File: config.mk
export PLATFORM = sky130hd
export DESIGN_NAME = smrd_mode_regs
export DESIGN_NICKNAME = d
export VERILOG_FILES = /design/src/hdl/smrd_pkg.sv /design/src/hdl/smrd_cmd_decode.sv /design/src/hdl/smrd_beat_order.sv /design/src/hdl/smrd_mode_regs.sv
export VERILOG_INCLUDE_DIRS = /design/src /design/src/hdl
export SDC_FILE = /design/constraint.sdc
export NUM_CORES = 1
export LEC_CHECK = 0
export ABC_AREA = 1
export BUFFER_PORTS_ARGS = -buffer_cell sky130_fd_sc_hd__buf_2
export CAP_MARGIN = 20
export CORE_MARGIN = 2
export CORE_UTILIZATION = 48
export DETAILED_ROUTE_END_ITERATION = 12
export GPL_TIMING_DRIVEN = 0
export PLACE_DENSITY_LB_ADDON = 0.1
export SETUP_SLACK_MARGIN = 0.15
export SLEW_MARGIN = 30
export SYNTH_ARGS = -nofsm -noshare
export SYNTH_HDL_FRONTEND = slang
export SYNTH_HIERARCHICAL = 1
export SYNTH_SLANG_ARGS = --single-unit
File: constraint.sdc
create_clock -name clk_i -period 1.4 [get_ports clk_i]
set_input_delay 0.07 -clock clk_i [delete_from_list [all_inputs] [get_ports clk_i]]
set_output_delay 0.07 -clock clk_i [all_outputs]
set_load 0.05 [all_outputs]
File: src/hdl/smrd_consts.svh
`ifndef SMRD_CONSTS_SVH
`define SMRD_CONSTS_SVH
// mode register zero fields
`define SMRD_BL_LSB 0
`define SMRD_BT_BIT 3
`define SMRD_TM_BIT 7
`define SMRD_DLLRST_BIT 8
`define SMRD_WR_LSB 9
`define SMRD_WR_MSB 11
`define SMRD_PPD_BIT 12
// mode register one fields
`define SMRD_DLLDIS_BIT 0
`define SMRD_DIC0_BIT 1
`define SMRD_RTT0_BIT 2
`define SMRD_DIC1_BIT 5
`define SMRD_RTT1_BIT 6
`define SMRD_WLEV_BIT 7
`define SMRD_RTT2_BIT 9
`define SMRD_QOFF_BIT 12
// on-the-fly chop pin position within the address bus
`define SMRD_OTF_PIN 12
// register reset value and bank codes
`define SMRD_MR_RESET 16'h0000
`define SMRD_BA_MR0 3'h0
`define SMRD_BA_MR1 3'h1
// burst timing
`define SMRD_LAST_SLOT 3'h7
`define SMRD_CHOP_SLOTS 3'h4
`define SMRD_CHOP_PULL 2
`endif

File: src/hdl/smrd_pkg.sv
`default_nettype none
package smrd_pkg;
  // burst length field encodings, in field order
  typedef enum logic [1:0] {
    SMRD_BL_FIX8,
    SMRD_BL_OTF,
    SMRD_BL_FIX4,
    SMRD_BL_RSVD
  } smrd_bl_t;
  // burst sequencer states
  typedef enum logic {
    SMRD_IDLE,
    SMRD_BURST
  } smrd_state_t;
endpackage : smrd_pkg
`default_nettype wire

File: src/hdl/smrd_cmd_decode.sv
`timescale 1ns/100ps
`default_nettype none
`include "smrd_consts.svh"
module smrd_cmd_decode (
  input wire logic cs_n_i, // chip select
  input wire logic ras_n_i, // row strobe
  input wire logic cas_n_i, // column strobe
  input wire logic we_n_i, // write enable
  input wire logic [2:0] ba_i, // bank address
  output logic mrs0_o, // load mode_reg_zero
  output logic mrs1_o, // load mode_reg_one
  output logic rd_o, // read command
  output logic wr_o // write command
);
  logic mrs;
  // mode register set and column commands
  assign mrs = !cs_n_i && !ras_n_i && !cas_n_i && !we_n_i;
  assign mrs0_o = mrs && (ba_i == `SMRD_BA_MR0);
  assign mrs1_o = mrs && (ba_i == `SMRD_BA_MR1);
  assign rd_o = !cs_n_i && ras_n_i && !cas_n_i && we_n_i;
  assign wr_o = !cs_n_i && ras_n_i && !cas_n_i && !we_n_i;
endmodule : smrd_cmd_decode
`default_nettype wire

File: src/hdl/smrd_beat_order.sv
`timescale 1ns/100ps
`default_nettype none
`include "smrd_consts.svh"
module smrd_beat_order (
  input wire logic [2:0] start_col_i, // starting column bits 2..0
  input wire logic interleave_i, // burst type
  input wire logic chop_i, // four-beat chop
  input wire logic write_i, // write burst
  input wire logic [2:0] slot_i, // beat slot 0..7
  output logic [2:0] beat_o, // column index of this slot
  output logic valid_o // slot carries data
);
  logic [1:0] low_seq;
  // wrapped low bits within the group of four
  assign low_seq = start_col_i[1:0] + slot_i[1:0];
  always_comb
  begin
    valid_o = 1'b1;
    if (write_i && !chop_i)
      beat_o = slot_i;
    else if (write_i)
    begin
      beat_o = {start_col_i[2], slot_i[1:0]};
      valid_o = (slot_i < `SMRD_CHOP_SLOTS);
    end
    else if (interleave_i)
      beat_o = start_col_i ^ slot_i;
    else
      beat_o = {start_col_i[2] ^ slot_i[2], low_seq};
    if (!write_i && chop_i)
    begin
      beat_o[2] = start_col_i[2];
      valid_o = (slot_i < `SMRD_CHOP_SLOTS);
    end
  end
endmodule : smrd_beat_order
`default_nettype wire

File: src/hdl/smrd_mode_regs.sv
// Functional notes
// mode_reg_zero bit 7 set selects an unsupported test mode; normal is 0.
// mode_reg_zero A3 picks sequential (0) or interleaved (1) beat order.
// A1..A0 pick fixed chop, fixed eight, or per-command choice via A12.
// sequential eight-beat reads wrap within the starting group, then the other.
// interleaved eight-beat reads use beat count xor starting column bits.
// chop reads give four ordered beats, drivers off for the last four slots.
// eight-beat writes store beats 0..7 and ignore starting column bits.
// chop writes use column bit 2 for the group; last four slots ignored.
// fixed chop writes start write timing two cycles early; on-the-fly does not.
// the loop-reset bit clears itself after the reset is carried out.
// controller waits loop lock time after reset before reads or termination.
// A11..A9 hold write recovery cycles; controller programs at least the minimum.
// A12 at 0 freezes the loop in precharge power-down; slow exit.
// A12 at 1 keeps the loop running in precharge power-down; fast exit.
// command pins low with bank code 1 load mode_reg_one.
// write leveling with bit 12 at 0 allows only the three termination values.
// termination used during writes allows only the three termination values.
// enabled loop is turned off in self-refresh and back on at exit.
// controller holds clock enable high during loop lock time.
// loop-off mode requires nominal termination off by pin or zero bits.
// loop-off mode requires dynamic write termination off in mode_reg_two.
// mode_reg_one A1 and A5 select output driver impedance.
// command pins low with bank code 0 load mode_reg_zero.
// mode_reg_one A12 set disconnects all data and strobe drivers.
`timescale 1ns/100ps
`default_nettype none
`include "smrd_consts.svh"
module smrd_mode_regs #(
  parameter int ADDR_W = 16 // address pins
) (
  input wire logic clk_i, // command clock
  input wire logic reset_i, // synchronous reset, high
  input wire logic clk_en_i, // freezes all state when low
  input wire logic cs_n_i, // chip select, low active
  input wire logic ras_n_i, // row strobe, low active
  input wire logic cas_n_i, // column strobe, low active
  input wire logic we_n_i, // write enable, low active
  input wire logic [2:0] ba_i, // bank address
  input wire logic [ADDR_W-1:0] addr_i, // address pins
  input wire logic self_refresh_i, // device is in self-refresh
  input wire logic pre_pd_i, // device is in precharge power-down
  output logic [ADDR_W-1:0] mode_reg_zero_o, // stored mode_reg_zero
  output logic [ADDR_W-1:0] mode_reg_one_o, // stored mode_reg_one
  output logic test_mode_o, // unsupported test mode selected
  output logic interleave_o, // burst type interleaved
  output logic [1:0] burst_mode_o, // burst length selection
  output logic [2:0] wr_recovery_o, // write recovery code
  output logic loop_reset_o, // one-cycle loop reset pulse
  output logic loop_run_o, // delay loop running
  output logic [1:0] drv_imp_o, // output driver impedance code
  output logic [2:0] rtt_nom_o, // nominal termination code
  output logic wr_level_o, // write leveling mode
  output logic outputs_off_o, // data and strobe drivers disconnected
  output logic beat_valid_o, // a beat slot is presented
  output logic [2:0] beat_idx_o, // column index of the slot
  output logic dq_oe_o, // read data and strobe drivers on
  output logic wr_store_o, // write beat is stored
  output logic wr_pull_in_o // write timing starts two cycles early
);
  // elaboration check: the on-the-fly pin must lie within the address bus
  if (ADDR_W < 13)
  begin : g_addr_w_check
    $error("ADDR_W must cover the on-the-fly pin");
  end

  ////////////////////////////////////////////////////////////////////
  logic mrs0;
  logic mrs1;
  logic rd_cmd;
  logic wr_cmd;
  logic [ADDR_W-1:0] mr0;
  logic [ADDR_W-1:0] mr1;
  logic loop_rst_bit;
  smrd_pkg::smrd_state_t state;
  logic [2:0] slot;
  logic [2:0] start_col;
  logic burst_ilv;
  logic burst_chop;
  logic burst_wr;
  logic next_chop;
  logic [2:0] ord_beat;
  logic ord_valid;
  smrd_pkg::smrd_bl_t bl_mode;

  // command decode
  smrd_cmd_decode u_cmd (
    .cs_n_i(cs_n_i),
    .ras_n_i(ras_n_i),
    .cas_n_i(cas_n_i),
    .we_n_i(we_n_i),
    .ba_i(ba_i),
    .mrs0_o(mrs0),
    .mrs1_o(mrs1),
    .rd_o(rd_cmd),
    .wr_o(wr_cmd)
  );

  ////////////////////////////////////////////////////////////////////
  // mode register zero load
  always_ff @(posedge clk_i)
  begin
    if (reset_i)
      mr0 <= `SMRD_MR_RESET;
    else if (clk_en_i && mrs0)
      mr0 <= addr_i;
  end

  // mode register one load
  always_ff @(posedge clk_i)
  begin
    if (reset_i)
      mr1 <= `SMRD_MR_RESET;
    else if (clk_en_i && mrs1)
      mr1 <= addr_i;
  end

  // loop reset bit: a new write setting it wins over the self-clear
  always_ff @(posedge clk_i)
  begin
    if (reset_i)
      loop_rst_bit <= 1'b0;
    else if (clk_en_i)
    begin
      if (mrs0)
        loop_rst_bit <= addr_i[`SMRD_DLLRST_BIT];
      else if (loop_rst_bit)
        loop_rst_bit <= 1'b0;
    end
  end

  ////////////////////////////////////////////////////////////////////
  // decoded fields
  assign bl_mode = smrd_pkg::smrd_bl_t'(mr0[`SMRD_BL_LSB +: 2]);
  assign mode_reg_zero_o = {mr0[ADDR_W-1:`SMRD_DLLRST_BIT+1], loop_rst_bit,
                            mr0[`SMRD_DLLRST_BIT-1:0]};
  assign mode_reg_one_o = mr1;
  assign test_mode_o = mr0[`SMRD_TM_BIT];
  assign interleave_o = mr0[`SMRD_BT_BIT];
  assign burst_mode_o = bl_mode;
  assign wr_recovery_o = mr0[`SMRD_WR_MSB:`SMRD_WR_LSB];
  assign loop_reset_o = loop_rst_bit;
  assign drv_imp_o = {mr1[`SMRD_DIC1_BIT], mr1[`SMRD_DIC0_BIT]};
  assign rtt_nom_o = {mr1[`SMRD_RTT2_BIT], mr1[`SMRD_RTT1_BIT], mr1[`SMRD_RTT0_BIT]};
  assign wr_level_o = mr1[`SMRD_WLEV_BIT];
  assign outputs_off_o = mr1[`SMRD_QOFF_BIT];

  // loop runs unless disabled, in self-refresh, or frozen in slow-exit power-down
  assign loop_run_o = !mr1[`SMRD_DLLDIS_BIT] && !self_refresh_i
                      && !(pre_pd_i && !mr0[`SMRD_PPD_BIT]);

  ////////////////////////////////////////////////////////////////////
  // chop choice for a new column command
  always_comb
  begin
    case (bl_mode)
      smrd_pkg::SMRD_BL_FIX4: next_chop = 1'b1;
      smrd_pkg::SMRD_BL_OTF: next_chop = !addr_i[`SMRD_OTF_PIN];
      default: next_chop = 1'b0;
    endcase
  end

  // burst sequencer, a new command restarts the slots
  always_ff @(posedge clk_i)
  begin
    if (reset_i)
    begin
      state <= smrd_pkg::SMRD_IDLE;
      slot <= 3'h0;
    end
    else if (clk_en_i)
    begin
      case (state)
        smrd_pkg::SMRD_IDLE:
        begin
          slot <= 3'h0;
          if (rd_cmd || wr_cmd)
            state <= smrd_pkg::SMRD_BURST;
        end
        smrd_pkg::SMRD_BURST:
        begin
          if (rd_cmd || wr_cmd)
            slot <= 3'h0;
          else if (slot == `SMRD_LAST_SLOT)
          begin
            slot <= 3'h0;
            state <= smrd_pkg::SMRD_IDLE;
          end
          else
            slot <= slot + 3'h1;
        end
        default: state <= smrd_pkg::SMRD_IDLE;
      endcase
    end
  end

  // burst attributes captured with the command
  always_ff @(posedge clk_i)
  begin
    if (reset_i)
    begin
      start_col <= 3'h0;
      burst_ilv <= 1'b0;
      burst_chop <= 1'b0;
      burst_wr <= 1'b0;
      wr_pull_in_o <= 1'b0;
    end
    else if (clk_en_i && (rd_cmd || wr_cmd))
    begin
      start_col <= addr_i[2:0];
      burst_ilv <= mr0[`SMRD_BT_BIT];
      burst_chop <= next_chop;
      burst_wr <= wr_cmd;
      wr_pull_in_o <= wr_cmd && (bl_mode == smrd_pkg::SMRD_BL_FIX4);
    end
  end

  // column ordering of the current slot
  smrd_beat_order u_order (
    .start_col_i(start_col),
    .interleave_i(burst_ilv),
    .chop_i(burst_chop),
    .write_i(burst_wr),
    .slot_i(slot),
    .beat_o(ord_beat),
    .valid_o(ord_valid)
  );

  // registered beat outputs
  always_ff @(posedge clk_i)
  begin
    if (reset_i)
    begin
      beat_valid_o <= 1'b0;
      beat_idx_o <= 3'h0;
      dq_oe_o <= 1'b0;
      wr_store_o <= 1'b0;
    end
    else if (clk_en_i)
    begin
      beat_valid_o <= (state == smrd_pkg::SMRD_BURST);
      beat_idx_o <= ord_beat;
      dq_oe_o <= (state == smrd_pkg::SMRD_BURST) && !burst_wr && ord_valid
                 && !mr1[`SMRD_QOFF_BIT];
      wr_store_o <= (state == smrd_pkg::SMRD_BURST) && burst_wr && ord_valid;
    end
  end

  ////////////////////////////////////////////////////////////////////
  // checks
  AST_MR0_LOAD: assert property (@(posedge clk_i) disable iff (reset_i)
    clk_en_i && mrs0 |=> mr0 == $past(addr_i))
    else $error("mode_reg_zero not loaded");

  AST_MR1_LOAD: assert property (@(posedge clk_i) disable iff (reset_i)
    clk_en_i && mrs1 |=> mr1 == $past(addr_i) && mr0 == $past(mr0))
    else $error("mode_reg_one load wrong");

  AST_TEST_MODE: assert property (@(posedge clk_i) disable iff (reset_i)
    clk_en_i && mrs0 |=> test_mode_o == $past(addr_i[`SMRD_TM_BIT]))
    else $error("test mode bit wrong");

  AST_LOOP_CLEAR: assert property (@(posedge clk_i) disable iff (reset_i)
    clk_en_i && mrs0 && addr_i[`SMRD_DLLRST_BIT] ##1 clk_en_i && !mrs0
    |=> !loop_reset_o)
    else $error("loop reset bit did not clear");

  AST_OTF_CHOP: assert property (@(posedge clk_i) disable iff (reset_i)
    clk_en_i && rd_cmd && bl_mode == smrd_pkg::SMRD_BL_OTF
    |=> burst_chop == !$past(addr_i[`SMRD_OTF_PIN]))
    else $error("on-the-fly chop wrong");

  AST_SEQ8: assert property (@(posedge clk_i) disable iff (reset_i)
    clk_en_i && state == smrd_pkg::SMRD_BURST && !burst_wr && !burst_chop && !burst_ilv
    |=> beat_idx_o == {$past(start_col[2] ^ slot[2]), $past(start_col[1:0] + slot[1:0])})
    else $error("sequential order wrong");

  AST_ILV8: assert property (@(posedge clk_i) disable iff (reset_i)
    clk_en_i && state == smrd_pkg::SMRD_BURST && !burst_wr && !burst_chop && burst_ilv
    |=> beat_idx_o == $past(start_col ^ slot))
    else $error("interleaved order wrong");

  AST_CHOP_HIZ: assert property (@(posedge clk_i) disable iff (reset_i)
    clk_en_i && state == smrd_pkg::SMRD_BURST && !burst_wr && burst_chop && slot[2]
    |=> !dq_oe_o)
    else $error("drivers on in chopped slot");

  AST_WR8: assert property (@(posedge clk_i) disable iff (reset_i)
    clk_en_i && state == smrd_pkg::SMRD_BURST && burst_wr && !burst_chop
    |=> beat_idx_o == $past(slot) && wr_store_o)
    else $error("write order wrong");

  AST_CHOP_WR: assert property (@(posedge clk_i) disable iff (reset_i)
    clk_en_i && state == smrd_pkg::SMRD_BURST && burst_wr && burst_chop
    |=> beat_idx_o[2] == $past(start_col[2]) && wr_store_o == !$past(slot[2]))
    else $error("chop write wrong");

  AST_PULL_IN: assert property (@(posedge clk_i) disable iff (reset_i)
    clk_en_i && wr_cmd |=> wr_pull_in_o == ($past(bl_mode) == smrd_pkg::SMRD_BL_FIX4))
    else $error("write pull-in wrong");

  AST_LOOP_RUN: assert property (@(posedge clk_i) disable iff (reset_i)
    pre_pd_i && !mr0[`SMRD_PPD_BIT] |-> !loop_run_o)
    else $error("loop not frozen in slow exit");

  AST_SELF_REF: assert property (@(posedge clk_i) disable iff (reset_i)
    !mr1[`SMRD_DLLDIS_BIT] && !pre_pd_i |-> loop_run_o == !self_refresh_i)
    else $error("loop not tracking self-refresh");

  AST_QOFF: assert property (@(posedge clk_i) disable iff (reset_i)
    outputs_off_o && clk_en_i && $stable(mr1) |=> !dq_oe_o)
    else $error("drivers on while outputs off");

  AST_BURST_LEN: assert property (@(posedge clk_i) disable iff (reset_i)
    clk_en_i && state == smrd_pkg::SMRD_BURST && slot == `SMRD_LAST_SLOT
    && !rd_cmd && !wr_cmd |=> state == smrd_pkg::SMRD_IDLE)
    else $error("burst not ended after eight slots");

  AST_ILV_FLAG: assert property (@(posedge clk_i) disable iff (reset_i)
    clk_en_i && mrs0 |=> interleave_o == $past(addr_i[`SMRD_BT_BIT]))
    else $error("burst type bit wrong");

  AST_WR_REC: assert property (@(posedge clk_i) disable iff (reset_i)
    clk_en_i && mrs0
    |=> wr_recovery_o == $past(addr_i[`SMRD_WR_MSB:`SMRD_WR_LSB]))
    else $error("write recovery code wrong");

  AST_DRV_IMP: assert property (@(posedge clk_i) disable iff (reset_i)
    clk_en_i && mrs1
    |=> drv_imp_o == {$past(addr_i[`SMRD_DIC1_BIT]), $past(addr_i[`SMRD_DIC0_BIT])})
    else $error("driver impedance code wrong");

  AST_FREEZE: assert property (@(posedge clk_i) disable iff (reset_i)
    !clk_en_i |=> mr0 == $past(mr0) && mr1 == $past(mr1) && slot == $past(slot))
    else $error("state moved with clock enable low");

  AST_FIX_CHOP: assert property (@(posedge clk_i) disable iff (reset_i)
    clk_en_i && (rd_cmd || wr_cmd) && bl_mode == smrd_pkg::SMRD_BL_FIX4
    |=> burst_chop)
    else $error("fixed chop not applied");

  AST_LOOP_SET: assert property (@(posedge clk_i) disable iff (reset_i)
    clk_en_i && mrs0 && addr_i[`SMRD_DLLRST_BIT] |=> loop_reset_o)
    else $error("loop reset bit not set");
endmodule : smrd_mode_regs
`default_nettype wire

==> results.toml <==
[routing]
first_iter_violations = 92
drt_first_pass_iters = 4
vias = 2011
totalWireLength_mm = 5.07
wl_per_cell_microns = 11.9
drc = 0
postRouteAntennaNets = 0
vias_per_cell = 4.73

[yosys]
synth_seq_area_share = 0.450
yosysTopAreaCellShare = 0.450
synth.distinct_cells = 22
synthCells = 284
synth.largest_area_cell = "dfxtp_1"
syn_area_sq_um = 2180
syn-num-nets = 317
synth_warnings = 6
synth.ff_latch_count = 49
syn_avg_cell_area_sq_um = 7.68
synth_area_leaders = "dfxtp_1 (45%), nor2_1 (11%), o21ai_0 (7.3%)"

[job]
maxCapViolations = 0

[clocking]
root_buffer = "clkbuf_8"
cts.sinks = 49
tritoncts = "built"
cts_buffers = 5
cts.clk_slew.worst_paths_ns = 0.09
clock_latency_ns = 0.31
post-cts-setup-buffers = 0
clock_path_buffers = 2
ctsHtreeMaxLevel = 2

[min_path]
hp-start = "addr_i[5]"
hold_class = "primary input to flip-flop"
min_to = "mr0[5]"
whs_path_depth = 3

[power]
powerDensity_nw_per_um2 = 974
cellLeakagePower_nw = 1.40
ir_drop_uv = 694

[die]
die_w_microns = 71.4
io_pins = 83
core_area_sq_um = 4350
fp.dieH_microns = 71.4
start_util = 0.501
rows = 24
die_area_sq_um = 5100

[timing]
rsz0062_at_grt = "false"
timing.final.hold_violations = 0
setup_viol = 0
finalCritPeriodShare = 0.874
tightest_slew_ns = 0.321
layout_min_cycle_time_ns = 1.22
setup_tns_ns = 0
max_slew_margin = 0.785
timing.fmax_ghz = 0.818
fin_skew_ns = 0.00763
drv_slew = 0

[critical_path]
r2r-start = "slot[0]"
required_ns = 1.33
reg2regPathDepth = 4
start_kind = "flip-flop"
crit_chain = "inv_1, a211oi_4, buf_6"
slowest_delay_ns = 0.33
critical_path_arrival_ns = 1.15
cpMaxStageDelayCell = "dfxtp_2"
r2r-end = "slot[2]"
r2r_slack_ns = 0.30
worstSetupPathType = "flip-flop to output port"
end_kind = "output port"
cp_max_fo = 2

[cells_and_area]
fin_area_sq_um = 2800
areaGrowthSynthToFinish_pct = 28.2
drive_above_1_share = 0.365
antenna_cells = 0
layout_common_cells = "buf_2 (81), nor2_1 (65), dfxtp_1 (46)"
final_common_cell = "buf_2"
nNetsFinal = 405

[global_route]
grt_util_met2 = 0.330
antenna_found_initial = 0
grt_pass1_wl_mm = 8.11
use_met3 = 0.0577
grt-ovfl-total = 0
grtUsageTotal = 0.205
grt_max_degree = 15
grt_pass1_vias = 1729
grt_use_met1 = 0.267
busiest_layer = "met2"

[place]
portBuffers = 80
placed_cell_area_sq_um = 2660
gp_congestion = 0.855
post-dp-hpwl_mm = 3.69

[run_status]
status = "finished clean"
[final cells by class]
cell class,count,area (sq um)
clock inverter,1,30.0
buffer,27,225
timing repair buffer,81,417
inverter,26,97.6
sequential,49,985
clock buffer,7,86.3
multi-input combinational,182,891
fill,398,1560
tap,52,65.1
[power breakdown]
part,leakage [nW],internal [mW],switching (mW)
clock network,0.0585,0.583,0.471
logic,0.944,0.0910,0.157
registers,0.397,1.41,0.0109
[critical path, delay by kind of cell, from the launching register on]
| family | cells | cell delay, ns |
|---|---|---|
| DFF | 1 | 0.33 |
| buffers and inverters | 2 | 0.26 |
| AOI/OAI and AO/OA | 1 | 0.25 |
[cells in the mapped netlist]
cell type / n
inv_1: 23
nand2_2: 1
clkbuf_2: 1
a21oi_2: 4
nand4_1: 1
inv_2: 3
buf_6: 8
a21oi_1: 16
o21ai_0: 32
nor2_2: 3
nor2_4: 1
xnor2_1: 1
nand2_4: 1
nand2_1: 38
dfxtp_1: 49
nor2_1: 65
ha_1: 5
buf_4: 16
o21ai_2: 5
buf_2: 2
a211oi_1: 1
nand3_1: 8
[cell families (layout without fill, tap and decap cells)]
group                    after synthesis  after routing  synth area share
AO/OA/AOI/OAI                         58             58             0.150
XOR/XNOR                               1              1           0.00401
adder cells (fa/ha/maj)                5              5            0.0287
buffers and inverters                 53            142             0.148
flip-flops                            49             49             0.450
AND/OR/NAND/NOR                      118            118             0.220
[metal layers]
| metal | up-vias | part of all wire |
|---|---|---|
| met4 | 0 | 0.011 |
| met2 | 59 | 0.46 |
| met5 | - | 0 |
| met3 | 5 | 0.067 |
| li1 | 1053 | - |
| met1 | 894 | 0.46 |
[state kept, by name, summed over array words and instances (netlist names)]
name            cells
dq_oe_o             1
beat_valid_o        1
beat_idx_o          3
state               1
burst_ilv           1
start_col           3
mr0                15
mode_reg_one_o     16
burst_chop          1
loop_reset_o        1
wr_pull_in_o        1
slot                3
burst_wr            1
wr_store_o          1
[per-stage QoR]
| stage | hold WS, ns | total power, mW | util | cells | worst slack [ns] |
|---|---|---|---|---|---|
| after CTS | 0.0116 | 2.73 | 0.641 | 425 | 0.152 |
| after global placement | 0.291 | 1.69 | 0.612 | 416 | 0.182 |
| after global routing | 0.0268 | 2.81 | 0.642 | 425 | 0.155 |
| after detailed placement | 0.296 | 1.70 | 0.612 | 416 | 0.145 |
| final | 0.0120 | 2.72 | 0.642 | 425 | 0.177 |
| after floorplan | 0.198 | 1.61 | - | 284 | 0.173 |
[repair_timing]
| item | in CTS | in global routing |
|---|---|---|
| hold buffers | 1 | 0 |
| endpoints found under the hold margin | 9 | 0 |
| endpoints found under the setup margin | 1 | 1 |
| resized for setup | 1 | 1 |
| pin swaps | 0 | 0 |
[how the worst max path moves through the flow]
stage	endpoint	slack, ns	cells past startpoint	from
after detailed placement	burst_ilv	0.14	9	cas_n_i
after CTS	loop_run_o	0.15	3	mr0[12]
final	loop_run_o	0.18	3	mr0[12]
after global routing	loop_run_o	0.16	3	mr0[12]
after floorplan	loop_run_o	0.17	2	mr0[12]
after global placement	burst_ilv	0.18	9	cas_n_i
Note: power is estimated with default switching activity, not from simulation.
